File: src/logic/dmarg_pkg.sv
// Constants and types for the DMA request generation block.
// Assumes one 25 MHz clock and a transfer engine outside that runs bus cycles.
package dmarg_pkg;
    //--------------------------------------------------------------
    // Sizes
    //--------------------------------------------------------------
    localparam int NCH = 4;                       // Channel count
    localparam logic [3:0] IVL_BASE = 4'h5;       // Interval exponent offset
    localparam logic [3:0] WIN_BASE = 4'h4;       // Window exponent offset
    localparam logic [1:0] HOLD_IVLS = 2'h2;      // Interval ends to hold
    //--------------------------------------------------------------
    // Field codes
    //--------------------------------------------------------------
    localparam logic [1:0] RG_LIMITED = 2'h0;     // Limited-rate auto
    localparam logic [1:0] RG_MAXIMUM = 2'h1;     // Maximum-rate auto
    localparam logic [1:0] RG_EXTERN  = 2'h2;     // External request line
    localparam logic [1:0] RG_MIXED   = 2'h3;     // Auto first, then external
    localparam logic [1:0] XM_BURST   = 2'h0;     // Burst request
    localparam logic [1:0] XM_STEAL   = 2'h2;     // Cycle steal, no hold
    localparam logic [1:0] XM_HOLD    = 2'h3;     // Cycle steal with hold
    localparam logic [1:0] DT_WORD    = 2'h0;     // Addressed 16-bit device
    localparam logic [1:0] DT_BYTE    = 2'h1;     // Addressed 8-bit device
    localparam logic [1:0] DT_ACKSEL  = 2'h2;     // Acknowledge-selected device
    //--------------------------------------------------------------
    // Reset values
    //--------------------------------------------------------------
    localparam logic [3:0] RST_PIN_N = 4'hF;      // Request pins idle high
    //--------------------------------------------------------------
    // Types
    //--------------------------------------------------------------
    typedef enum logic [2:0] {
        ST_IDLE  = 3'h1,
        ST_SERVE = 3'h2,
        ST_HOLD  = 3'h4
    } dmarg_state_t;
    typedef struct packed {
        logic [3:0]   req_s1;    // Request synchroniser stage one
        logic [3:0]   req_s2;    // Request synchroniser stage two
        logic [3:0]   req_d;     // Previous synchronised request
        logic         bg_s1;     // Grant-ack stage one
        logic         bg_s2;     // Grant-ack stage two
        logic [10:0]  cnt;       // Position in interval
        logic [11:0]  busy;      // DMA-used clocks this interval
        logic         allow;     // Limited requests allowed
        logic         window;    // Inside limited window
        logic [3:0]   act;       // Channel running
        logic [3:0]   first;     // Mixed mode first transfer due
        logic [3:0]   edge_f;    // Captured falling edge
        logic [3:0]   opb;       // Operand access in progress
        logic [1:0]   rr;        // Last served channel
        dmarg_state_t st;        // Sequencer state
        logic [1:0]   ch;        // Channel in service
        logic         auto_svc;  // Service came from limited or maximum-rate auto request
        logic [1:0]   hold_n;    // Interval ends seen in hold
        logic         svc;       // Service request to engine
        logic [3:0]   ack_n;     // Acknowledge lines
        logic         high_byte_indicator;    // High byte indicator
        logic         done_n;    // Done line
        logic         own;       // Bus wanted
    } dmarg_regs_t;
endpackage

File: src/logic/dmarg_top.sv
// Request generation and recognition for four DMA channels.
// Assumes an engine that runs bus cycles and pulses begin/done per operand.
`timescale 1ns/1ps
module dmarg_top (
    // Clock and reset
    input  wire logic                        CLK_I,
    input  wire logic                        RST_I,
    // Pins
    input  wire logic [dmarg_pkg::NCH-1:0]   REQ_N_I,
    input  wire logic                        BGACK_N_I,
    // Global configuration
    input  wire logic [1:0]                  BURST_TIME_FIELD_I,
    input  wire logic [1:0]                  BANDWIDTH_RATIO_FIELD_I,
    // Channel configuration, two bits per channel
    input  wire logic [2*dmarg_pkg::NCH-1:0] REQUEST_GENERATION_FIELD_I,
    input  wire logic [2*dmarg_pkg::NCH-1:0] EXTERNAL_REQUEST_MODE_FIELD_I,
    input  wire logic [2*dmarg_pkg::NCH-1:0] DEVICE_TYPE_FIELD_I,
    input  wire logic [2*dmarg_pkg::NCH-1:0] PRIORITY_I,
    // Engine status
    input  wire logic [dmarg_pkg::NCH-1:0]   START_I,
    input  wire logic [dmarg_pkg::NCH-1:0]   COUNT_DONE_I,
    input  wire logic [dmarg_pkg::NCH-1:0]   MULTI_ACCESS_I,
    input  wire logic                        LAST_BEGIN_I,
    input  wire logic                        XFER_DONE_I,
    input  wire logic                        HIGH_BYTE_INDICATOR_I,
    input  wire logic                        DONE_REQ_I,
    // Outputs
    output logic                             BUS_REQ_O,
    output logic                             SVC_VALID_O,
    output logic [1:0]                       SVC_CH_O,
    output logic [dmarg_pkg::NCH-1:0]        ACK_N_O,
    output logic                             HIGH_BYTE_INDICATOR_O,
    output logic                             DONE_N_O,
    output logic                             LIMITED_RATE_REQUEST_WINDOW_O
);
    import dmarg_pkg::*;

    //------------------------------------------------------------------
    // State
    //------------------------------------------------------------------
    dmarg_regs_t r_r;                 // Registered state
    dmarg_regs_t r_nxt;               // Next state
    logic [10:0] len_m1;              // Interval length minus one
    logic [11:0] win_len;             // Window length, also busy limit
    logic        ivl_end;             // Last clock of interval
    logic [3:0]  pend;                // Request pending per channel
    logic [3:0]  fall;                // Falling edge per channel
    logic [3:0]  auto_p;              // Pending from auto request
    logic        any_p;               // Any pending
    logic [1:0]  pick;                // Arbiter winner
    logic [1:0]  best;                // Best priority level

    //------------------------------------------------------------------
    // Interval arithmetic
    //------------------------------------------------------------------
    always_comb begin
        // Length is two to bt+br+5; window two to bt+4
        len_m1  = 11'(({8'h00, 4'h1} << (IVL_BASE + 4'(BURST_TIME_FIELD_I)
                  + 4'(BANDWIDTH_RATIO_FIELD_I))) - 12'h001);
        win_len = 12'h001 << (WIN_BASE + 4'(BURST_TIME_FIELD_I));
        // Interval ends on its last clock
        ivl_end = (r_r.cnt == len_m1);
    end

    //------------------------------------------------------------------
    // Per-channel request recognition
    //------------------------------------------------------------------
    always_comb begin
        for (int c = 0; c < NCH; c++) begin
            // Falling edge seen on synchronised line
            fall[c]   = r_r.req_d[c] & ~r_r.req_s2[c];
            auto_p[c] = 1'b0;
            pend[c]   = 1'b0;
            // Auto source chosen by generation mode
            case (REQUEST_GENERATION_FIELD_I[2*c +: 2])
                RG_LIMITED: auto_p[c] = r_r.act[c] & r_r.allow & r_r.window;
                RG_MAXIMUM: auto_p[c] = r_r.act[c];
                RG_MIXED:   auto_p[c] = r_r.act[c] & r_r.first[c];
                default:    auto_p[c] = 1'b0;
            endcase
            // External line, also for mixed after first
            if (REQUEST_GENERATION_FIELD_I[2*c +: 2] == RG_EXTERN ||
                (REQUEST_GENERATION_FIELD_I[2*c +: 2] == RG_MIXED && !r_r.first[c])) begin
                if (EXTERNAL_REQUEST_MODE_FIELD_I[2*c +: 2] == XM_STEAL ||
                    EXTERNAL_REQUEST_MODE_FIELD_I[2*c +: 2] == XM_HOLD) begin
                    // Steal modes wait for a captured edge
                    pend[c] = r_r.act[c] & r_r.edge_f[c];
                end else begin
                    // Burst follows the synchronised level
                    pend[c] = r_r.act[c] & ~r_r.req_s2[c];
                end
            end
            // Either source leaves the channel pending
            pend[c] = pend[c] | auto_p[c];
        end
        any_p = |pend;
    end

    //------------------------------------------------------------------
    // Arbiter: best level, then round robin from last served
    //------------------------------------------------------------------
    always_comb begin
        logic [1:0] k;
        k    = 2'h0;
        best = 2'h3;
        pick = r_r.rr;
        // Lowest value among pending is the best level
        for (int c = NCH - 1; c >= 0; c--) begin
            if (pend[c] && PRIORITY_I[2*c +: 2] <= best) begin
                best = PRIORITY_I[2*c +: 2];
            end
        end
        // Last hit wins, so the nearest after the last served is taken
        for (int i = NCH; i >= 1; i--) begin
            k = 2'(r_r.rr + 2'(i));
            if (pend[k] && PRIORITY_I[2*k +: 2] == best) begin
                pick = k;
            end
        end
    end

    //------------------------------------------------------------------
    // Next state
    //------------------------------------------------------------------
    always_comb begin
        // Hold everything unless changed below
        r_nxt        = r_r;
        // Two-flop synchronisers for the pins
        r_nxt.req_s1 = REQ_N_I;
        r_nxt.req_s2 = r_r.req_s1;
        r_nxt.req_d  = r_r.req_s2;
        r_nxt.bg_s1  = BGACK_N_I;
        r_nxt.bg_s2  = r_r.bg_s1;
        // Sample interval and utilisation
        if (ivl_end) begin
            // Judge utilisation, this clock included
            r_nxt.cnt   = 11'h000;
            r_nxt.busy  = 12'h000;
            r_nxt.allow = ((r_r.busy + {11'h000, ~r_r.bg_s2}) <= win_len);
        end else begin
            // Otherwise count on and add busy clocks
            r_nxt.cnt  = 11'(r_r.cnt + 11'h001);
            r_nxt.busy = 12'(r_r.busy + {11'h000, ~r_r.bg_s2});
        end
        // Window high for the first part of the interval
        r_nxt.window = ({1'b0, r_nxt.cnt} < win_len);
        // Channel flags
        for (int c = 0; c < NCH; c++) begin
            // Count exhausted stops the channel
            if (COUNT_DONE_I[c]) begin
                r_nxt.act[c] = 1'b0;
            end
            // Start wins over a stop in the same clock
            if (START_I[c]) begin
                r_nxt.act[c]   = 1'b1;
                r_nxt.first[c] = (REQUEST_GENERATION_FIELD_I[2*c +: 2] == RG_MIXED);
                r_nxt.edge_f[c] = 1'b0;
            end
            // Last device access begun: edges count again
            if (LAST_BEGIN_I && r_r.ch == 2'(c)) begin
                r_nxt.opb[c] = 1'b0;
            end
        end
        // Sequencer
        case (r_r.st)
            ST_IDLE, ST_HOLD: begin
                // Hold ends at the second interval boundary
                if (r_r.st == ST_HOLD && ivl_end) begin
                    r_nxt.hold_n = 2'(r_r.hold_n + 2'h1);
                    if (2'(r_r.hold_n + 2'h1) == HOLD_IVLS) begin
                        r_nxt.st = ST_IDLE;
                    end
                end
                // Grant the arbiter's pick
                if (any_p) begin
                    r_nxt.st       = ST_SERVE;
                    r_nxt.ch       = pick;
                    r_nxt.rr       = pick;
                    r_nxt.svc      = 1'b1;
                    // Mixed first transfer counts as external
                    r_nxt.auto_svc = auto_p[pick] &
                        (REQUEST_GENERATION_FIELD_I[2*pick +: 2] != RG_MIXED);
                    r_nxt.first[pick] = 1'b0;
                    // Multi-access dual-address operand blocks edges
                    r_nxt.opb[pick] = MULTI_ACCESS_I[pick] &
                        (DEVICE_TYPE_FIELD_I[2*pick +: 2] != DT_ACKSEL);
                    // Quiet acknowledge for addressed 16-bit device in auto mode
                    if (!(r_nxt.auto_svc &&
                          DEVICE_TYPE_FIELD_I[2*pick +: 2] == DT_WORD)) begin
                        r_nxt.ack_n[pick] = 1'b0;
                    end
                end
            end
            ST_SERVE: begin
                // Service pulse lasts one clock
                r_nxt.svc    = 1'b0;
                // Engine values pass, quiet in memory mode
                r_nxt.high_byte_indicator = HIGH_BYTE_INDICATOR_I & ~(r_r.auto_svc &&
                    DEVICE_TYPE_FIELD_I[2*r_r.ch +: 2] == DT_WORD);
                r_nxt.done_n = ~(DONE_REQ_I & ~(r_r.auto_svc &&
                    DEVICE_TYPE_FIELD_I[2*r_r.ch +: 2] == DT_WORD));
                // Operand done: acknowledge off, then hold or idle
                if (XFER_DONE_I) begin
                    r_nxt.ack_n  = 4'hF;
                    r_nxt.high_byte_indicator = 1'b0;
                    r_nxt.done_n = 1'b1;
                    r_nxt.hold_n = 2'h0;
                    if (EXTERNAL_REQUEST_MODE_FIELD_I[2*r_r.ch +: 2] == XM_HOLD &&
                        !r_r.auto_svc) begin
                        // Keep the bus and wait for another edge
                        r_nxt.st = ST_HOLD;
                    end else begin
                        // Release the bus
                        r_nxt.st = ST_IDLE;
                    end
                end
            end
            // Unknown code falls back to idle
            default: r_nxt.st = ST_IDLE;
        endcase
        // Edge capture; set wins over the clear of a grant
        for (int c = 0; c < NCH; c++) begin
            // Grant consumes the edge
            if (r_r.st != ST_SERVE && any_p && pick == 2'(c)) begin
                r_nxt.edge_f[c] = 1'b0;
            end
            // New edge, unless an operand is in progress
            if (fall[c] && !r_nxt.opb[c] && !r_r.opb[c]) begin
                r_nxt.edge_f[c] = 1'b1;
            end
        end
        // Bus stays wanted while serving, holding or pending
        r_nxt.own = (r_nxt.st != ST_IDLE) || any_p;
    end

    //------------------------------------------------------------------
    // Registers
    //------------------------------------------------------------------
    // Asynchronous reset, else take the next state
    always_ff @(posedge CLK_I or posedge RST_I) begin
        if (RST_I) begin
            // Pins idle, acknowledge and done inactive
            r_r <= '{req_s1: RST_PIN_N, req_s2: RST_PIN_N, req_d: RST_PIN_N,
                     bg_s1: 1'b1, bg_s2: 1'b1, allow: 1'b1, window: 1'b1,
                     st: ST_IDLE, ack_n: RST_PIN_N, done_n: 1'b1, default: '0};
        end else begin
            r_r <= r_nxt;
        end
    end

    //------------------------------------------------------------------
    // Outputs
    //------------------------------------------------------------------
    // All outputs come straight from the state register
    assign BUS_REQ_O   = r_r.own;
    assign SVC_VALID_O = r_r.svc;
    assign SVC_CH_O    = r_r.ch;
    assign ACK_N_O     = r_r.ack_n;
    assign HIGH_BYTE_INDICATOR_O    = r_r.high_byte_indicator;
    assign DONE_N_O    = r_r.done_n;
    assign LIMITED_RATE_REQUEST_WINDOW_O = r_r.window;
endmodule // dmarg_top

File: config.mk
export PLATFORM = sky130hd
export DESIGN_NAME = dmarg_top
export DESIGN_NICKNAME = d
export VERILOG_FILES = /design/src/logic/dmarg_pkg.sv /design/src/logic/dmarg_top.sv
export SDC_FILE = /design/constraint.sdc
export NUM_CORES = 1
export LEC_CHECK = 0
export ABC_AREA = 1
export ABC_CLOCK_PERIOD_IN_PS = 5100
export BUFFER_PORTS_ARGS = -buffer_cell sky130_fd_sc_hd__clkbuf_2
export CORE_MARGIN = 1
export CORE_UTILIZATION = 53
export CTS_BUF_LIST = sky130_fd_sc_hd__clkbuf_16
export DETAILED_ROUTE_END_ITERATION = 7
export PLACE_DENSITY = 0.86
export SLEW_MARGIN = 40
export SYNTH_ARGS = -nofsm -noshare
export SYNTH_HDL_FRONTEND = slang
export SYNTH_SLANG_ARGS = --single-unit
File: constraint.sdc
create_clock -name CLK_I -period 5.1 [get_ports CLK_I]
set_input_delay 0.51 -clock CLK_I [delete_from_list [all_inputs] [get_ports CLK_I]]
set_output_delay 0.51 -clock CLK_I [all_outputs]
set_load 0.01 [all_outputs]
Yosys cells after proc, flatten, opt, wreduce, memory -nomap -nowiden
Cells that the tools add are included.
- register bits: 71
- output and inout bits: 11
- bits of input ports: 59
- word-level logic and storage cells: 297
- order comparisons: 11
- $add $sub $neg: 10
- shift-type cells: 9
- bitwise operators: 42
- eq/ne operators: 43
- muxes and demuxes: 76
- reductions and logical operators: 78
- operators with widths (kind ; number):
    8-bit by 4-bit variable part select with 2-bit output ; 7
    2-bit equality test, second input constant ; 22
    1-bit 2-to-1 mux ; 42
    1-bit logical AND ; 33
    1-bit AND ; 28
    23-bit 2-to-1 mux ; 1
    2-bit 2-to-1 mux ; 9
    2-bit zero test ; 8
    7-bit case mux with 2 select lines ; 1
    1-bit zero test ; 13
    12-bit by 1-bit adder with 12-bit output ; 1
    2-bit by 1-bit equality test with 1-bit output, second input constant ; 6
    12-bit <= comparator ; 1
    11-bit by 12-bit less-than comparator with 1-bit output ; 1
    2-bit by 3-bit less-than comparator with 1-bit output, second input constant ; 4
    12-bit 2-to-1 mux ; 1
    3-bit 2-to-1 mux ; 4
    4-bit 2-to-1 mux ; 3
    6-bit 2-to-1 mux ; 2
    2-bit != test, second input constant ; 6
    1-bit case mux with 3 select lines ; 4
    3-bit nonzero test ; 4
    1-bit by 4-bit << shifter with 12-bit output, first input constant ; 1
    11-bit by 1-bit adder with 11-bit output, second input constant ; 1
    32 further kinds ; 66

Depth between registers and ports, before layout
- depth in word-level cells: 32
- depth in mapped cells: 49
- depth with buffers taken out: 49

Worst setup path after synthesis
Ideal clock, no wire load.
- path kind: flip-flop to flip-flop
- start: register r_r (netlist bit LIMITED_RATE_REQUEST_WINDOW_O)
- end: register r_r[22] (netlist bit)
- buffers on the path: 1
- setup slack: 97 ps
- data arrival time: 4875 ps
- library setup time: 129 ps
- required time: 4971 ps
- clock period less this slack: 5003 ps
- cell stages (with the launch flop): 45
- cells stage by stage: dfstp_2 nand2_1 nand2_1 nand3_4 nand2_4 nand2_2 ha_1 or2_2 nor2_1 a21oi_1 nand2_2 nand3_1 nand2_1 inv_1 ha_1 nand2_1 o21ai_0 nand2_4 (+9 left out) nand2_2 nand2_4 inv_2 nand2_1 o21ai_1 nor2_1 nand3_1 o21ai_0 inv_1 nand2_1 nand2_1 buf_2 nor2_1 nand2_1 nand3_1 nand3_1 nand3_1 nand2_1
- word-level cells in the longest chain between the ends: 30
- elaborated cells between the ends (all ways): 61
- those cells by class: order compare (5); eq/ne (4); shift (1); mux (26); bitwise (9); reduce/logical (16)
- RTL lines (what ; RTL line ; source):
    start, declared ; dmarg_top.sv:41 ; dmarg_regs_t r_r;
    start signal, assigned ; dmarg_top.sv:243 ; r_r <= '{req_s1: RST_PIN_N, req_s2: RST_PIN_N, req_d: RST_PIN_N,
    start signal, assigned ; dmarg_top.sv:247 ; r_r <= r_nxt;
    1-bit AND ; dmarg_top.sv:76 ; RG_LIMITED: auto_p[c] = r_r.act[c] & r_r.allow & r_r.window;
    1-bit case mux with 3 select lines ; dmarg_top.sv:75 ; case (REQUEST_GENERATION_FIELD_I[2*c +: 2])
    1-bit OR ; dmarg_top.sv:94 ; pend[c] = pend[c] | auto_p[c];
    1-bit logical AND ; dmarg_top.sv:109 ; if (pend[c] && PRIORITY_I[2*c +: 2] <= best) begin
    2-bit 2-to-1 mux ; dmarg_top.sv:109 ;
    2-bit <= comparator ; dmarg_top.sv:109 ;
    1-bit logical AND ; dmarg_top.sv:109 ;
    2-bit 2-to-1 mux ; dmarg_top.sv:109 ;
    (+13 left out) ; - ;
    1-bit 2-to-1 mux (implied by the code) ; dmarg_top.sv:185 ; r_nxt.opb[pick] = MULTI_ACCESS_I[pick] &
    1-bit demux with 2-bit select ; dmarg_top.sv:185 ;
    4-bit bitwise mux ; dmarg_top.sv:185 ;
    12-bit 2-to-1 mux ; dmarg_top.sv:175 ; if (any_p) begin
    6-bit 2-to-1 mux ; dmarg_top.sv:165 ; case (r_r.st)
    1-bit zero test ; dmarg_top.sv:228 ; if (fall[c] && !r_nxt.opb[c] && !r_r.opb[c]) begin
    1-bit logical AND (2 in series) ; dmarg_top.sv:228 ;
    3-bit nonzero test (no source line) / 1-bit 2-to-1 mux (equally long branches) ; - ;
Several ways; a longest one is shown, not always the timed one. The select of a mux whose other input is x is not followed.
A chain may end at the register's enable or synchronous reset.

Worst setup path in the final report
Ends and elaborated chain as after synthesis.

==> reports/qor.yml <==
fin_hold_ws_ns: 0.252
arrival_ns: 5.12
clockPowerShare_pct: 14.9
yosys-top-cells-area: "dfrtp_1 25%, nand2_1 13%, dfstp_2 12%"
cts.sinks: 71
grt.total_usage_pct: 28.3
power_density_nw_per_um2: 669
peakVddDrop_mv: 0.342
instances_no_fill: 887
cpMostUsedCell: "nand2_4"
p_leak_uw: 0.00326
synthArstFlopShare_pct: 100
synth_top_area_share_pct: 25.0
die_area_um2: 9630
cts-root-buf: "clkbuf_16"
required_ns: 5.30
layout-drive-gt1-share_pct: 33.0
worst_hold_path_type: "in -> reg"
yosys.area.top_type: "dfrtp_1"
ioPinCount: 70
path_class: "reg -> reg"
max_freq_ghz: 0.203
syn_area_um2: 4900
synth_commonest_cells: "165 x nand2_1, 89 x inv_1, 62 x nand3_1"
finalSetupViolations: 0
end_kind: "register"
dpl.hpwl_mm: 9.93
ant_nets: 0
slew_headroom_pct: 49.4
cts_htree_levels: 3
hold_buffers: 0
drt-total-wl_mm: 14.1
grt_max_degree: 72
clockBufferDepth: 2
p_sw_share_pct: 48.9
yosys_warnings: 0
drt_iter0_drc: 449
startpoint_type: "register"
skew_ns: 0.00288
placed_cells: 867
rsz0062_at_grt: "yes"
yosysSeqAreaShare_pct: 36.8
switchingPower_uw: 2040
antenna_found_initial: 0
core.rowCount: 34
fin_nets: 857
die_w_um: 98.2
cts.clk_slew.worst_paths_ns: 0.06
worstSkewPairLatency_ns: 0.34
synth_cell_type_count: 43
synth-edff-count: 0
failed_checks: "design-rule violations"
tightest_slew_ns: 0.753
cts_made_buffers: 9
vias_per_cell: 5.67
postSynthAreaPerCell_um2: 7.39
ys_ff_latch: 71
p_int_uw: 2140
combPwrFrac_pct: 65.0
syn_nets: 746
yosysMostFrequentCell: "nand2_1"
antenna_cells: 0
cts_tree: "yes"
first_pass_iters: 8
core-area_um2: 8850
initial_utilization_pct: 55.4
crit_path_max_incr_delay_ns: 0.56
grt_pass1_vias: 4888
path_max_fanout: 6
port_buffers: 69
slowest_stage: "dfstp_2"
wl_per_cell_um: 15.9
status: "finished, violations left"
postSynthCellCount: 663
area_delta_synth_final_pct: 27.6
die_y_um: 98.2
slew_viol_final: 0
final.min_clock_period_ns: 4.91
grt_pass1_wl_mm: 21.6
vias: 5031
drc_errors: 2
cap_violations: 0
post-route-period-util_pct: 96.4
hold_viol: 0
grt_remaining_overflow: 0
globalplace.congestion: 0.932
seqPwrFrac_pct: 20.1
synth-main-ff-cell: "dfrtp_1"
==> layer usage <==
| layer | GRT usage [%] | up-vias | routed length [um] | share of wire, % |
|---|---|---|---|---|
| met2 | 49.7 | 248 | 6990 | 50 |
| met1 | 33.4 | 2371 | 5410 | 38 |
| met4 | 11.4 | 0 | 484 | 3.4 |
| met5 | 0 | - | 0 | 0 |
| met3 | 6.44 | 52 | 1220 | 8.6 |
| li1 | - | 2360 | - | - |
==> what timing repair did <==
action	4_1_cts	5_1_grt
setup endpoints to repair	16	19
resized for setup	9	67
gates cloned	0	1
buffers inserted	0	3
pin swaps	1	36
==> placed cells by master, fill, tap and decap left out, types with 4 or more instances in the layout <==
| cell type | count |
|---|---|
| a21oi_1 | 16 |
| buf_4 | 38 |
| buf_6 | 4 |
| clkbuf_16 | 9 |
| clkbuf_2 | 69 |
| dfrtp_1 | 49 |
| dfstp_2 | 22 |
| ha_1 | 20 |
| inv_1 | 85 |
| inv_2 | 7 |
| nand2_1 | 147 |
| nand2_2 | 35 |
| nand2_4 | 15 |
| nand3_1 | 54 |
| nand3_2 | 10 |
| nand3_4 | 8 |
| nand3b_1 | 5 |
| nand4_1 | 4 |
| nor2_1 | 48 |
| nor2_2 | 8 |
| nor2_4 | 4 |
| nor3_1 | 9 |
| nor3b_1 | 5 |
| nor4_1 | 5 |
| o21a_1 | 4 |
| o21ai_0 | 40 |
| or2_2 | 5 |
| xor2_1 | 11 |
==> final cells by class <==
type                            count  area, um2
Timing Repair Buffer              113        716
Clock buffer                        9        225
Multi-Input combinational cell    484       2940
Inverter                           95        364
Clock inverter                      7       72.6
Sequential cell                    71       1800
Fill cell                         665       2600
Tap cell                          108        135
==> logic make-up (layout without fill, tap and decap cells) <==
kind of cell / after synthesis / in the layout / share of synthesized area, %
compound gates: 82 / 82 / 9.91
xor+xnor: 13 / 13 / 2.32
fa+ha+maj: 24 / 24 / 6.28
buf+inv: 109 / 224 / 9.14
flops: 71 / 71 / 36.8
simple gates: 364 / 365 / 35.5
==> through the flow <==
step,setup WS [ns],TNS [ns],total power [uW],utilization (%),cell area (um2)
final,0.185,0,4180,70.7,6250
after global routing,-0.103,-0.776,4430,70.7,6250
after CTS,0.00468,0,3720,67.1,5940
after detailed placement,-0.550,-6.84,3030,63.6,5630
after global placement,-0.267,-3.07,2960,63.5,5620
after floorplan,0.0965,0,2260,-,4900
==> worst max-delay path, delay by kind of cell (launching register included) <==
kind            cells  cell delay (ns)
compound gates      4             0.59
fa+ha+maj           3             0.76
buf+inv             5             0.38
flops               1             0.56
simple gates       26             2.49
==> final timing paths <==
path	start	end	slack, ns	cells after the start
max in group asynchronous	RST_I	r_r[19]	4.35	3
setup reg to reg	LIMITED_RATE_REQUEST_WINDOW_O	r_r[22]	0.19	38
setup / recovery	LIMITED_RATE_REQUEST_WINDOW_O	r_r[22]	0.19	38
min in group asynchronous	RST_I	r_r[9]	0.32	3
hold reg to reg	r_nxt[66]	r_nxt[62]	0.35	0
hold / removal	BGACK_N_I	r_nxt[59]	0.25	1
==> power groups by stage <==
stage / combinational, uW / sequential (uW) / clock, uW
floorplan: 1440 / 816 / 0
global placement: 2130 / 830 / 0
detailed placement: 2190 / 840 / 0
CTS: 2250 / 831 / 631
global route: 2930 / 855 / 652
finish: 2710 / 841 / 624
==> registers in the layout, summed over array words and instances, names as in the netlist <==
signal / flops
ACK_N_O: 4
BUS_REQ_O: 1
DONE_N_O: 1
HIGH_BYTE_INDICATOR_O: 1
LIMITED_RATE_REQUEST_WINDOW_O: 1
SVC_CH_O: 2
SVC_VALID_O: 1
r_nxt: 9
r_r: 51
No activity file was read; power rests on OpenSTA's default activity.
